[src/common/mmd_map.vh]
// Address map, register offsets, strap fields and access kinds of the memory map decoder
`ifndef MMD_MAP_VH
`define MMD_MAP_VH
// Event transfer pointer area
`define MMD_PTR_BASE     16'hFCE0
`define MMD_PTR_LAST     16'hFCFE
// Register blocks and internal areas in segment 0
`define MMD_SREG_BASE     16'hFE00
`define MMD_SREG_LAST     16'hFFFF
`define MMD_SREG_BIT_BASE 16'hFF00
`define MMD_XREG_BASE     16'hF000
`define MMD_XREG_LAST     16'hF1FF
`define MMD_XREG_BIT_BASE 16'hF100
`define MMD_RAM_BASE     16'hFA00
`define MMD_RAM_LAST     16'hFDFF
`define MMD_RAM_BIT_BASE 16'hFD00
`define MMD_XP_BASE      16'hE000
`define MMD_XP_LAST      16'hE7FF
// Short offsets from here upward select the general registers
`define MMD_GPR_OFF      8'hF0
`define MMD_BITOFF_SPLIT 8'h80
// Access kinds on the CPU port
`define MMD_K_LONG       3'h0
`define MMD_K_INDIRECT   3'h1
`define MMD_K_SHORT      3'h2
`define MMD_K_BIT        3'h3
`define MMD_K_PTR        3'h4
`define MMD_K_XFER       3'h5
`define MMD_K_CODE       3'h6
// Target one-hot positions
`define MMD_T_RAM        0
`define MMD_T_SREG       1
`define MMD_T_XREG       2
`define MMD_T_XP         3
`define MMD_T_EXT        4
// Segmentation settings (upper address lines driven)
`define MMD_SEG_NONE     2'h0
`define MMD_SEG_A17      2'h1
`define MMD_SEG_A19      2'h2
`define MMD_SEG_A23      2'h3
// Bus mode field: bit 0 demultiplexed, bit 1 eight-bit data
`define MMD_BUS_MUX16    2'h0
// AXI4-Lite register byte offsets
`define MMD_REG_PAGE0    8'h00
`define MMD_REG_PAGE1    8'h04
`define MMD_REG_PAGE2    8'h08
`define MMD_REG_PAGE3    8'h0C
`define MMD_REG_CTX      8'h10
`define MMD_REG_CSEG     8'h14
`define MMD_REG_STRAP    8'h18
`define MMD_REG_STATUS   8'h1C
// Reset values and extend counter maximum
`define MMD_CTX_RESET    16'hFC00
`define MMD_PAGE_RESET   10'h000
`define MMD_XTND_MAX     3'h4
`endif

[src/design/mmd_target_decode.v]
// Target selector: maps one 24-bit physical address onto exactly one target
`timescale 1ns/1ns
`include "mmd_map.vh"
module mmd_target_decode #(
  parameter [15:0] XP_BASE = `MMD_XP_BASE,
  parameter [15:0] XP_LAST = `MMD_XP_LAST
) (
  input  wire [23:0] phys,
  output reg  [4:0]  tgt
);
  wire        seg0 = (phys[23:16] == 8'h00);
  wire [15:0] low  = phys[15:0];

  // Priority chain yields one hot bit; anything unclaimed goes outside
  always @* begin
    tgt = 5'h00;
    if (seg0 && low >= `MMD_SREG_BASE) begin
      tgt[`MMD_T_SREG] = 1'b1;
    end else if (seg0 && low >= `MMD_RAM_BASE && low <= `MMD_RAM_LAST) begin
      tgt[`MMD_T_RAM] = 1'b1;
    end else if (seg0 && low >= `MMD_XREG_BASE && low <= `MMD_XREG_LAST) begin
      // Lower bound matters: the rest of segment 0 below it is external, except the XP window
      tgt[`MMD_T_XREG] = 1'b1;
    end else if (seg0 && low >= XP_BASE && low <= XP_LAST) begin
      tgt[`MMD_T_XP] = 1'b1;
    end else begin
      tgt[`MMD_T_EXT] = 1'b1;
    end
  end
endmodule

[src/design/mmd_decoder.v]
// Memory map decoder: address forming, target routing, strap capture, AXI4-Lite registers
`timescale 1ns/1ns
`include "mmd_map.vh"
module mmd_decoder #(
  parameter [15:0] XP_BASE = `MMD_XP_BASE,
  parameter [15:0] XP_LAST = `MMD_XP_LAST
) (
  input  wire        aclk,
  input  wire        aresetn,
  // Strap pins sampled while reset is low
  input  wire        external_access_pin,
  input  wire [3:0]  address_data_lane_strap,
  // CPU access port
  input  wire        acc_valid,
  output wire        acc_ready,
  input  wire [2:0]  acc_kind,
  input  wire [15:0] acc_addr,
  input  wire        acc_write,
  input  wire        acc_byte,
  input  wire [15:0] acc_wdata,
  input  wire        cpu_data_wait,
  input  wire        xtnd_issue,
  input  wire [1:0]  xtnd_count,
  input  wire        instr_done,
  input  wire        seg_load,
  input  wire [7:0]  seg_value,
  // Decoded access
  output reg         out_valid_r,
  output reg  [4:0]  out_tgt_r,
  output reg  [23:0] out_phys_r,
  output reg         out_write_r,
  output reg  [1:0]  out_be_r,
  output reg  [15:0] out_wdata_r,
  output reg         out_bit_r,
  output reg  [3:0]  out_bitpos_r,
  output reg         out_fault_r,
  // External bus controller request
  output reg         xbus_req_valid_r,
  input  wire        xbus_req_ready,
  input  wire        xbus_done,
  output reg  [15:0] lane_addr_r,
  output reg  [7:0]  upper_addr_r,
  output reg  [1:0]  bus_mode_r,
  output reg  [1:0]  seg_mode_r,
  // AXI4-Lite slave
  input  wire [7:0]  s_axi_awaddr,
  input  wire        s_axi_awvalid,
  output wire        s_axi_awready,
  input  wire [31:0] s_axi_wdata,
  input  wire [3:0]  s_axi_wstrb,
  input  wire        s_axi_wvalid,
  output wire        s_axi_wready,
  output reg  [1:0]  s_axi_bresp,
  output reg         s_axi_bvalid,
  input  wire        s_axi_bready,
  input  wire [7:0]  s_axi_araddr,
  input  wire        s_axi_arvalid,
  output wire        s_axi_arready,
  output reg  [31:0] s_axi_rdata,
  output reg  [1:0]  s_axi_rresp,
  output reg         s_axi_rvalid,
  input  wire        s_axi_rready
);
  reg  [9:0]  page_r [0:3];
  reg  [15:0] ctx_r;
  reg  [7:0]  cseg_r;
  reg  [2:0]  xtnd_cnt_r;
  reg         ext_busy_r;
  reg         xpin_r;
  reg  [4:0]  strap_s1_r;
  reg  [4:0]  strap_s2_r;
  reg  [7:0]  aw_addr_r;
  reg         aw_got_r;
  reg  [31:0] w_data_r;
  reg  [3:0]  w_strb_r;
  reg         w_got_r;
  reg  [23:0] phys_nxt;
  reg         bit_nxt;
  reg         fault_nxt;
  reg  [15:0] short_addr;
  reg  [31:0] rd_nxt;
  reg         rd_ok;
  reg         wr_ok;
  wire [4:0]  tgt_nxt;
  wire        ext_sel;
  wire        take;
  wire        xbus_issue;
  wire        wr_fire;
  wire        ext_mode;
  wire [7:0]  off;
  wire [15:0] gpr_addr;
  wire [9:0]  page_sel;
  wire        regblk;
  integer     i;

  assign off      = acc_addr[7:0];
  assign ext_mode = (xtnd_cnt_r != 3'h0);
  assign gpr_addr = ctx_r + {11'h000, off[3:0], 1'b0};
  assign page_sel = page_r[acc_addr[15:14]];

  // Short register and bit offsets turned into segment-0 word addresses
  always @* begin
    short_addr = 16'h0000;
    if (off >= `MMD_GPR_OFF) begin
      short_addr = gpr_addr;
    end else if (acc_kind == `MMD_K_BIT && off < `MMD_BITOFF_SPLIT) begin
      short_addr = `MMD_RAM_BIT_BASE + {8'h00, off[6:0], 1'b0};
    end else if (acc_kind == `MMD_K_BIT) begin
      // Bit offsets reach only the upper half of the selected block
      short_addr = (ext_mode ? `MMD_XREG_BIT_BASE : `MMD_SREG_BIT_BASE)
                   + {8'h00, off[6:0], 1'b0};
    end else begin
      // Offset counts words, so only even addresses, never a high byte alone
      short_addr = (ext_mode ? `MMD_XREG_BASE : `MMD_SREG_BASE)
                   + {7'h00, off, 1'b0};
    end
  end

  // Physical address per access kind
  always @* begin
    phys_nxt  = 24'h000000;
    bit_nxt   = 1'b0;
    fault_nxt = 1'b0;
    case (acc_kind)
      `MMD_K_LONG, `MMD_K_INDIRECT: begin
        phys_nxt  = {page_sel, acc_addr[13:0]};
        fault_nxt = !acc_byte && acc_addr[0];
      end
      `MMD_K_SHORT: begin
        phys_nxt = {8'h00, short_addr};
      end
      `MMD_K_BIT: begin
        phys_nxt = {8'h00, short_addr};
        bit_nxt  = 1'b1;
      end
      `MMD_K_PTR: begin
        // Channel in bits 3..1, bit 0 picks destination over source
        phys_nxt = {8'h00, `MMD_PTR_BASE + {11'h000, acc_addr[3:0], 1'b0}};
      end
      `MMD_K_XFER: begin
        phys_nxt  = {8'h00, acc_addr};
        fault_nxt = !acc_byte && acc_addr[0];
      end
      `MMD_K_CODE: begin
        // Low 16 bits wrap inside the segment, segment never carries
        phys_nxt  = {cseg_r, acc_addr};
        fault_nxt = acc_addr[0];
      end
      default: begin
        fault_nxt = 1'b1;
      end
    endcase
  end

  mmd_target_decode #(
    .XP_BASE (XP_BASE),
    .XP_LAST (XP_LAST)
  ) u_tgt (
    .phys (phys_nxt),
    .tgt  (tgt_nxt)
  );

  assign ext_sel = tgt_nxt[`MMD_T_EXT];
  assign regblk  = tgt_nxt[`MMD_T_SREG] || tgt_nxt[`MMD_T_XREG];
  // Stall only when the bus controller is busy and its result or lane is needed
  assign acc_ready = !(ext_busy_r && (cpu_data_wait || (acc_valid && ext_sel)));
  assign take      = acc_valid && acc_ready;
  assign xbus_issue = take && ext_sel && !fault_nxt;

  // Decoded access register, one pulse per accepted access
  always @(posedge aclk) begin
    if (!aresetn) begin
      out_valid_r  <= 1'b0;
      out_tgt_r    <= 5'h00;
      out_phys_r   <= 24'h000000;
      out_write_r  <= 1'b0;
      out_be_r     <= 2'h0;
      out_wdata_r  <= 16'h0000;
      out_bit_r    <= 1'b0;
      out_bitpos_r <= 4'h0;
      out_fault_r  <= 1'b0;
      lane_addr_r  <= 16'h0000;
      upper_addr_r <= 8'h00;
    end else begin
      out_valid_r <= take;
      if (take) begin
        out_tgt_r    <= tgt_nxt;
        out_phys_r   <= phys_nxt;
        out_write_r  <= acc_write;
        out_bit_r    <= bit_nxt;
        out_bitpos_r <= acc_addr[11:8];
        out_fault_r  <= fault_nxt;
        if (!acc_byte) begin
          out_be_r    <= 2'h3;
          out_wdata_r <= acc_wdata;
        end else if (acc_write && regblk) begin
          // Whole word written so the other byte is forced to zero
          out_be_r    <= 2'h3;
          out_wdata_r <= phys_nxt[0] ? {acc_wdata[7:0], 8'h00}
                                     : {8'h00, acc_wdata[7:0]};
        end else begin
          out_be_r    <= phys_nxt[0] ? 2'h2 : 2'h1;
          out_wdata_r <= phys_nxt[0] ? {acc_wdata[7:0], 8'h00}
                                     : {8'h00, acc_wdata[7:0]};
        end
        if (xbus_issue) begin
          lane_addr_r <= phys_nxt[15:0];
          case (seg_mode_r)
            `MMD_SEG_A17: upper_addr_r <= {6'h00, phys_nxt[17:16]};
            `MMD_SEG_A19: upper_addr_r <= {4'h0, phys_nxt[19:16]};
            `MMD_SEG_A23: upper_addr_r <= phys_nxt[23:16];
            default:      upper_addr_r <= 8'h00;
          endcase
        end
      end
    end
  end

  // External request handshake and busy tracking; done ends the busy phase
  always @(posedge aclk) begin
    if (!aresetn) begin
      xbus_req_valid_r <= 1'b0;
      ext_busy_r       <= 1'b0;
    end else begin
      if (xbus_issue) begin
        xbus_req_valid_r <= 1'b1;
      end else if (xbus_req_ready) begin
        xbus_req_valid_r <= 1'b0;
      end
      if (xbus_issue) begin
        ext_busy_r <= 1'b1;
      end else if (xbus_done) begin
        ext_busy_r <= 1'b0;
      end
    end
  end

  // Extended addressing window; a new extend instruction wins over countdown
  always @(posedge aclk) begin
    if (!aresetn) begin
      xtnd_cnt_r <= 3'h0;
    end else if (xtnd_issue) begin
      xtnd_cnt_r <= {1'b0, xtnd_count} + 3'h1;
    end else if (instr_done && ext_mode) begin
      xtnd_cnt_r <= xtnd_cnt_r - 3'h1;
    end
  end

  // Code segment pointer changes only on inter-segment branches
  always @(posedge aclk) begin
    if (!aresetn) begin
      cseg_r <= 8'h00;
    end else if (seg_load) begin
      cseg_r <= seg_value;
    end
  end

  // Strap synchroniser; pins are asynchronous so two stages before use
  always @(posedge aclk) begin
    strap_s1_r <= {external_access_pin, address_data_lane_strap};
    strap_s2_r <= strap_s1_r;
  end

  // Straps follow the pins throughout reset and freeze at its release
  always @(posedge aclk) begin
    if (!aresetn) begin
      xpin_r     <= strap_s2_r[4];
      seg_mode_r <= strap_s2_r[3:2];
      bus_mode_r <= strap_s2_r[1:0];
    end
  end

  // AXI4-Lite write channels, address and data accepted in either order
  assign s_axi_awready = !aw_got_r && !s_axi_bvalid;
  assign s_axi_wready  = !w_got_r && !s_axi_bvalid;
  assign wr_fire       = aw_got_r && w_got_r && !s_axi_bvalid;

  always @* begin
    case (aw_addr_r)
      `MMD_REG_PAGE0, `MMD_REG_PAGE1, `MMD_REG_PAGE2, `MMD_REG_PAGE3,
      `MMD_REG_CTX: wr_ok = 1'b1;
      default:      wr_ok = 1'b0;
    endcase
  end

  always @(posedge aclk) begin
    if (!aresetn) begin
      aw_got_r     <= 1'b0;
      w_got_r      <= 1'b0;
      aw_addr_r    <= 8'h00;
      w_data_r     <= 32'h00000000;
      w_strb_r     <= 4'h0;
      s_axi_bvalid <= 1'b0;
      s_axi_bresp  <= 2'h0;
      ctx_r        <= `MMD_CTX_RESET;
      for (i = 0; i < 4; i = i + 1) begin
        page_r[i] <= `MMD_PAGE_RESET;
      end
    end else begin
      if (s_axi_awvalid && s_axi_awready) begin
        aw_got_r  <= 1'b1;
        aw_addr_r <= s_axi_awaddr;
      end
      if (s_axi_wvalid && s_axi_wready) begin
        w_got_r  <= 1'b1;
        w_data_r <= s_axi_wdata;
        w_strb_r <= s_axi_wstrb;
      end
      if (wr_fire) begin
        aw_got_r     <= 1'b0;
        w_got_r      <= 1'b0;
        s_axi_bvalid <= 1'b1;
        s_axi_bresp  <= wr_ok ? 2'h0 : 2'h2;
        if (aw_addr_r == `MMD_REG_CTX) begin
          // Bank base kept word aligned
          if (w_strb_r[0]) ctx_r[7:0]  <= {w_data_r[7:1], 1'b0};
          if (w_strb_r[1]) ctx_r[15:8] <= w_data_r[15:8];
        end else if (wr_ok) begin
          if (w_strb_r[0]) page_r[aw_addr_r[3:2]][7:0] <= w_data_r[7:0];
          if (w_strb_r[1]) page_r[aw_addr_r[3:2]][9:8] <= w_data_r[9:8];
        end
      end else if (s_axi_bvalid && s_axi_bready) begin
        s_axi_bvalid <= 1'b0;
      end
    end
  end

  // Read mux; status words show decoder state
  always @* begin
    rd_nxt = 32'h00000000;
    rd_ok  = 1'b1;
    case (s_axi_araddr)
      `MMD_REG_PAGE0:  rd_nxt = {22'h000000, page_r[0]};
      `MMD_REG_PAGE1:  rd_nxt = {22'h000000, page_r[1]};
      `MMD_REG_PAGE2:  rd_nxt = {22'h000000, page_r[2]};
      `MMD_REG_PAGE3:  rd_nxt = {22'h000000, page_r[3]};
      `MMD_REG_CTX:    rd_nxt = {16'h0000, ctx_r};
      `MMD_REG_CSEG:   rd_nxt = {24'h000000, cseg_r};
      `MMD_REG_STRAP:  rd_nxt = {27'h0000000, xpin_r, seg_mode_r, bus_mode_r};
      `MMD_REG_STATUS: rd_nxt = {26'h0000000, xbus_req_valid_r, ext_busy_r, ext_mode,
                                 xtnd_cnt_r};
      default:         rd_ok  = 1'b0;
    endcase
  end

  assign s_axi_arready = !s_axi_rvalid;

  always @(posedge aclk) begin
    if (!aresetn) begin
      s_axi_rvalid <= 1'b0;
      s_axi_rdata  <= 32'h00000000;
      s_axi_rresp  <= 2'h0;
    end else if (s_axi_arvalid && s_axi_arready) begin
      s_axi_rvalid <= 1'b1;
      s_axi_rdata  <= rd_nxt;
      s_axi_rresp  <= rd_ok ? 2'h0 : 2'h2;
    end else if (s_axi_rvalid && s_axi_rready) begin
      s_axi_rvalid <= 1'b0;
    end
  end
endmodule

[config.mk]
export PLATFORM = sky130hd
export DESIGN_NAME = mmd_decoder
export DESIGN_NICKNAME = d
export VERILOG_FILES = /design/src/design/mmd_target_decode.v /design/src/design/mmd_decoder.v
export VERILOG_INCLUDE_DIRS = /design/src /design/src/common
export SDC_FILE = /design/constraint.sdc
export NUM_CORES = 1
export LEC_CHECK = 0
export BUFFER_PORTS_ARGS = -buffer_cell sky130_fd_sc_hd__buf_2
export CORE_MARGIN = 2
export CORE_UTILIZATION = 53
export CTS_CLUSTER_SIZE = 16
export DETAILED_ROUTE_END_ITERATION = 7
export PLACE_DENSITY_LB_ADDON = 0.12
export REMOVE_ABC_BUFFERS = 1
export SLEW_MARGIN = 10
export SYNTH_ARGS = -nofsm -noshare
export SYNTH_HDL_FRONTEND = slang
export SYNTH_SLANG_ARGS = --single-unit
[constraint.sdc]
create_clock -name aclk -period 3.6 [get_ports aclk]
set_input_delay 0.36 -clock aclk [delete_from_list [all_inputs] [get_ports aclk]]
set_output_delay 0.36 -clock aclk [all_outputs]
set_load 0.005 [all_outputs]
==> metrics.md <==
| Metric | Value |
|---|---|
| Combinational group share of total power | `0.117` |
| # DRC | `0` |
| Clock-pin slew on the worst setup and hold paths | `roughly 0.06 ns` |
| Post-synthesis cell type count | `slightly above 60` |
| Via Count | `8424` |
| Pin count of the biggest net entering global routing | `63` |
| Power Internal | `0.004231 W` |
| Leak | `5.204 nW` |
| Global-route wire length before repair | `41340 um` |
| Hold path depth | `2` |
| Worst Tran Pin Value | `~0.98 ns` |
| Total GRT Usage | `0.2617` |
| Flop pwr share | `0.461` |
| Final antenna diode count | `0` |
| Yosys top cell by area | `dfxtp_1` |
| Initial DRT Pass Iterations | `5` |
| RSZ-0062 raised after global routing | `true` |
| Die area | `around 19000 um2` |
| Failing checks | `negative setup slack` |
| CTS Buf Count | `23` |
| # IOs | `between 200 and 250` |
| Top post-synthesis cells by area | `dfxtp_1, edfxtp_1, mux2i_1, nand2_1, nor2_1` |
| Starting Density | `0.5355` |
| Final non-filler cell area | `11780 um2` |
| Worst R2R End | `out_phys_r[19]` |
| Sw Share | `0.2501` |
| DRT iter0 DRCs | `approximately 580` |
| Number of cell rows | `49` |
| DRT antenna net count | `0` |
| Fmax | `277.7 MHz` |
| Final setup fails | `1` |
| Fin. max-slew vios | `0` |
| Max-slew headroom | `0.3467` |
| Seq/Total Area, Yosys | `0.4872` |
| Routed len/inst | `17.22 um` |
| Dpl cell area | `10810 um2` |
| Critical Path AT | `3.24 ns` |
| Fin crit share | `1.000` |
| Clock Path Buffers | `3` |
| Worst IR drop on VDD | `approximately 0.0004 V` |
| Fill count | `~1500` |
| Worst Skew | `0.01806 ns` |
| Setup CP Type | `reg -> out` |
| Die H | `~140 um` |
| Sequential cell area | `between 4000 and 5000 um2` |
| Port Buf Inserts | `207` |
| Minimum clock period | `3.601 ns` |
| Min-Delay Endpoint | `s_axi_rvalid` |
| Routability cong. | `0.8712` |
| Overflow after GRT | `0` |
| Final wirelength | `25890 um` |
| Design Power | `0.005642 W` |
| Max-cap violations | `0` |
| Core ar. | `17840 um2` |
| Flops & latches, synth | `210` |
| Endpoint type of the worst setup path | `output pin` |
| Crit path max fanout | `5` |
| Final Hold Vio Count | `0` |
| Detailed Place HPWL | `between 15000 and 20000 um` |
| Syn Area/Cell | `roughly 9.2 um2` |
| Root Buffer | `clkbuf_16` |
| Antenna violations before repair | `0` |
| Cells after synthesis | `1043` |
| Clock Latency Late Sink | `0.51 ns` |
| Syn. warnings | `0` |
| Top cell type's share of synthesized area | `0.3457` |
| Total Nets Final | `between 1000 and 1500` |
| DP Worst Slack | `0.07029 ns` |
| Number of synthesized flops with an enable pin | `45` |
| Reg2Reg Setup Slack | `0.26 ns` |
| Power per standard cell area | `479.1 nW/um2` |
| Synth-to-Final Area Change | `23.24%` |
| Synthesized area | `9554 um2` |
| CTS H-tree depth | `1` |
| Top FF cell, synth | `dfxtp_1` |
| Launch point of the worst reg-to-reg path | `ctx_r[1]` |
| CTS tree | `yes` |
| Die X-Extent | `138.3 um` |
| Clock power share | `0.421` |
| Status | `complete, but fails checks` |
| Vias/cell | `5.601` |
| R2R cell count | `16` |
| Multi-input gate area | `4491 um2` |
| Share of layout cells above drive strength 1 | `0.2565` |
| Final worst slack | `-0.001291 ns` |
| Number of global-route vias before repair | `8026` |
| Hold Startpoint | `s_axi_rready` |
| Hold WS | `0.03094 ns` |
| Sw Pwr | `around 0.0014 W` |
| CP Launch Type | `flip-flop` |
| Critical path required time | `3.24 ns` |
| Hold Crit Class | `in -> reg` |
| Ys async rst share | `0` |
| TritonCTS sink count | `210` |
cell type report:
class / count / area share
clock buffers: 33 / 0.05908
clock inverters: 9 / 0.006907
inverters: 28 / 0.009032
multi-input cells: 741 / 0.3814
flip-flops and latches: 210 / 0.3957
well taps: 229 / 0.02433
repair buffers: 254 / 0.1236
metrics by stage:
stage                     utilization  setup TNS [ns]  cells
final                          0.6600       -0.001291   1504
after CTS                      0.6571        -0.02895   1499
after global placement         0.6058               0   1447
after detailed placement       0.6058               0   1447
after global routing           0.6600         -0.1674   1504
after floorplan                     -          -24.66    979
power by group through the flow:
stage	sequential, W	clock [W]	combinational, W
3_3_place_gp	0.00265	0	0.000633
3_5_place_dp	0.00265	0	0.000644
6_report	0.00260	0.00238	0.000662
4_1_cts	0.00260	0.00241	0.000663
2_1_floorplan	0.00264	0	0.000334
5_1_grt	0.00262	0.00251	0.000732
cells in the final DEF (no fill, tap or decap), types with 4 or more instances in the layout:
cell type and count:
nor3_1 15, buf_4 37, a22oi_1 29, o21ai_0 27
a311oi_1 8, a221oi_1 7, nor2_1 122, dlygate4sd3_1 5
mux4_2 10, xor2_1 7, nand3_1 42, clkbuf_16 25
a211oi_1 10, a22o_1 9, ha_1 4, a222oi_1 4
clkbuf_8 4, maj3_1 5, nand2_1 148, or3_1 4
a21oi_1 75, dfxtp_1 163, buf_12 4, mux2i_1 58
and2_1 6, inv_1 26, nor2b_1 17, and3_1 6
conb_1 18, clkbuf_1 4, a31oi_1 10, o21ai_1 14
edfxtp_1 45, nand4_1 10, or2_2 5, nand2b_1 16
buf_2 207
worst max path at each step:
stage	from	slack, ns	cells after the start	end
after global routing	ctx_r[1]	-0.17	14	acc_ready
after CTS	ctx_r[1]	-0.03	15	acc_ready
after global placement	acc_addr[0]	0.14	15	acc_ready
after floorplan	acc_addr[0]	-0.51	12	out_be_r[0]
after detailed placement	acc_addr[0]	0.07	15	out_phys_r[19]
final	ctx_r[1]	-0.001	15	acc_ready
synthesized netlist by cell type (22+ instances only):
master	number
dfxtp_1	165
nand2_1	149
nor2_1	122
a21oi_1	77
mux2i_1	59
edfxtp_1	45
nand3_1	43
clkbuf_1	39
a22oi_1	29
o21ai_0	27
inv_1	26
buf_4	22
sequential cells by signal, indices dropped and copies added (netlist names), 15 cells and up:
register,flops
out_wdata_r,16
out_phys_r,24
s_axi_rdata,16
ctx_r,15
page_r,40
w_data_r,16
lane_addr_r,16
logic make-up (layout without fill, tap and decap cells):
| kind of cell | count (synthesis) | after routing | share of synthesized area |
|---|---|---|---|
| other | 1 | 18 | 0.0003925 |
| AOI/OAI and AO/OA | 222 | 222 | 0.1524 |
| DFF | 210 | 210 | 0.4872 |
| muxes | 70 | 70 | 0.08656 |
| buffers and inverters | 109 | 324 | 0.05710 |
| adders and majority gates | 13 | 13 | 0.01650 |
| xor gates and xnor gates | 9 | 9 | 0.008251 |
| and+or+nand+nor | 409 | 409 | 0.1916 |
worst max-delay path, stage by stage, from the launching register on:
cell      delay [ns]
dfxtp_4         0.38
ha_4            0.13
inv_2           0.03
fa_2            0.33
nand2b_4        0.17
a21oi_2         0.14
buf_6           0.13
nand4_1         0.14
mux2i_2         0.21
o31ai_2         0.32
xor2_1          0.21
buf_4           0.16
nand2_4         0.04
a21o_1          0.15
nand2_1         0.07
buf_2           0.12
layer usage:
metal  part of all wire  routed length (um)  track usage  vias up
met3              0.073                1901      0.04468       49
met2               0.48               12420       0.4455      332
met5                  0                   0            0        -
met4              0.024                 631      0.08271        0
met1               0.42               10940       0.3421     3937
li1                   -                   -            -     4106
what timing repair did:
item | 4_1_cts | 5_1_grt
hold buffers | 5 | 0
hold endpoints to repair | 5 | 0
pin swaps | 7 | 5
endpoints found under the setup margin | 1 | 1
buffers inserted | 5 | 5
resized for setup | 15 | 4
Power figures use the tool's default switching activity.
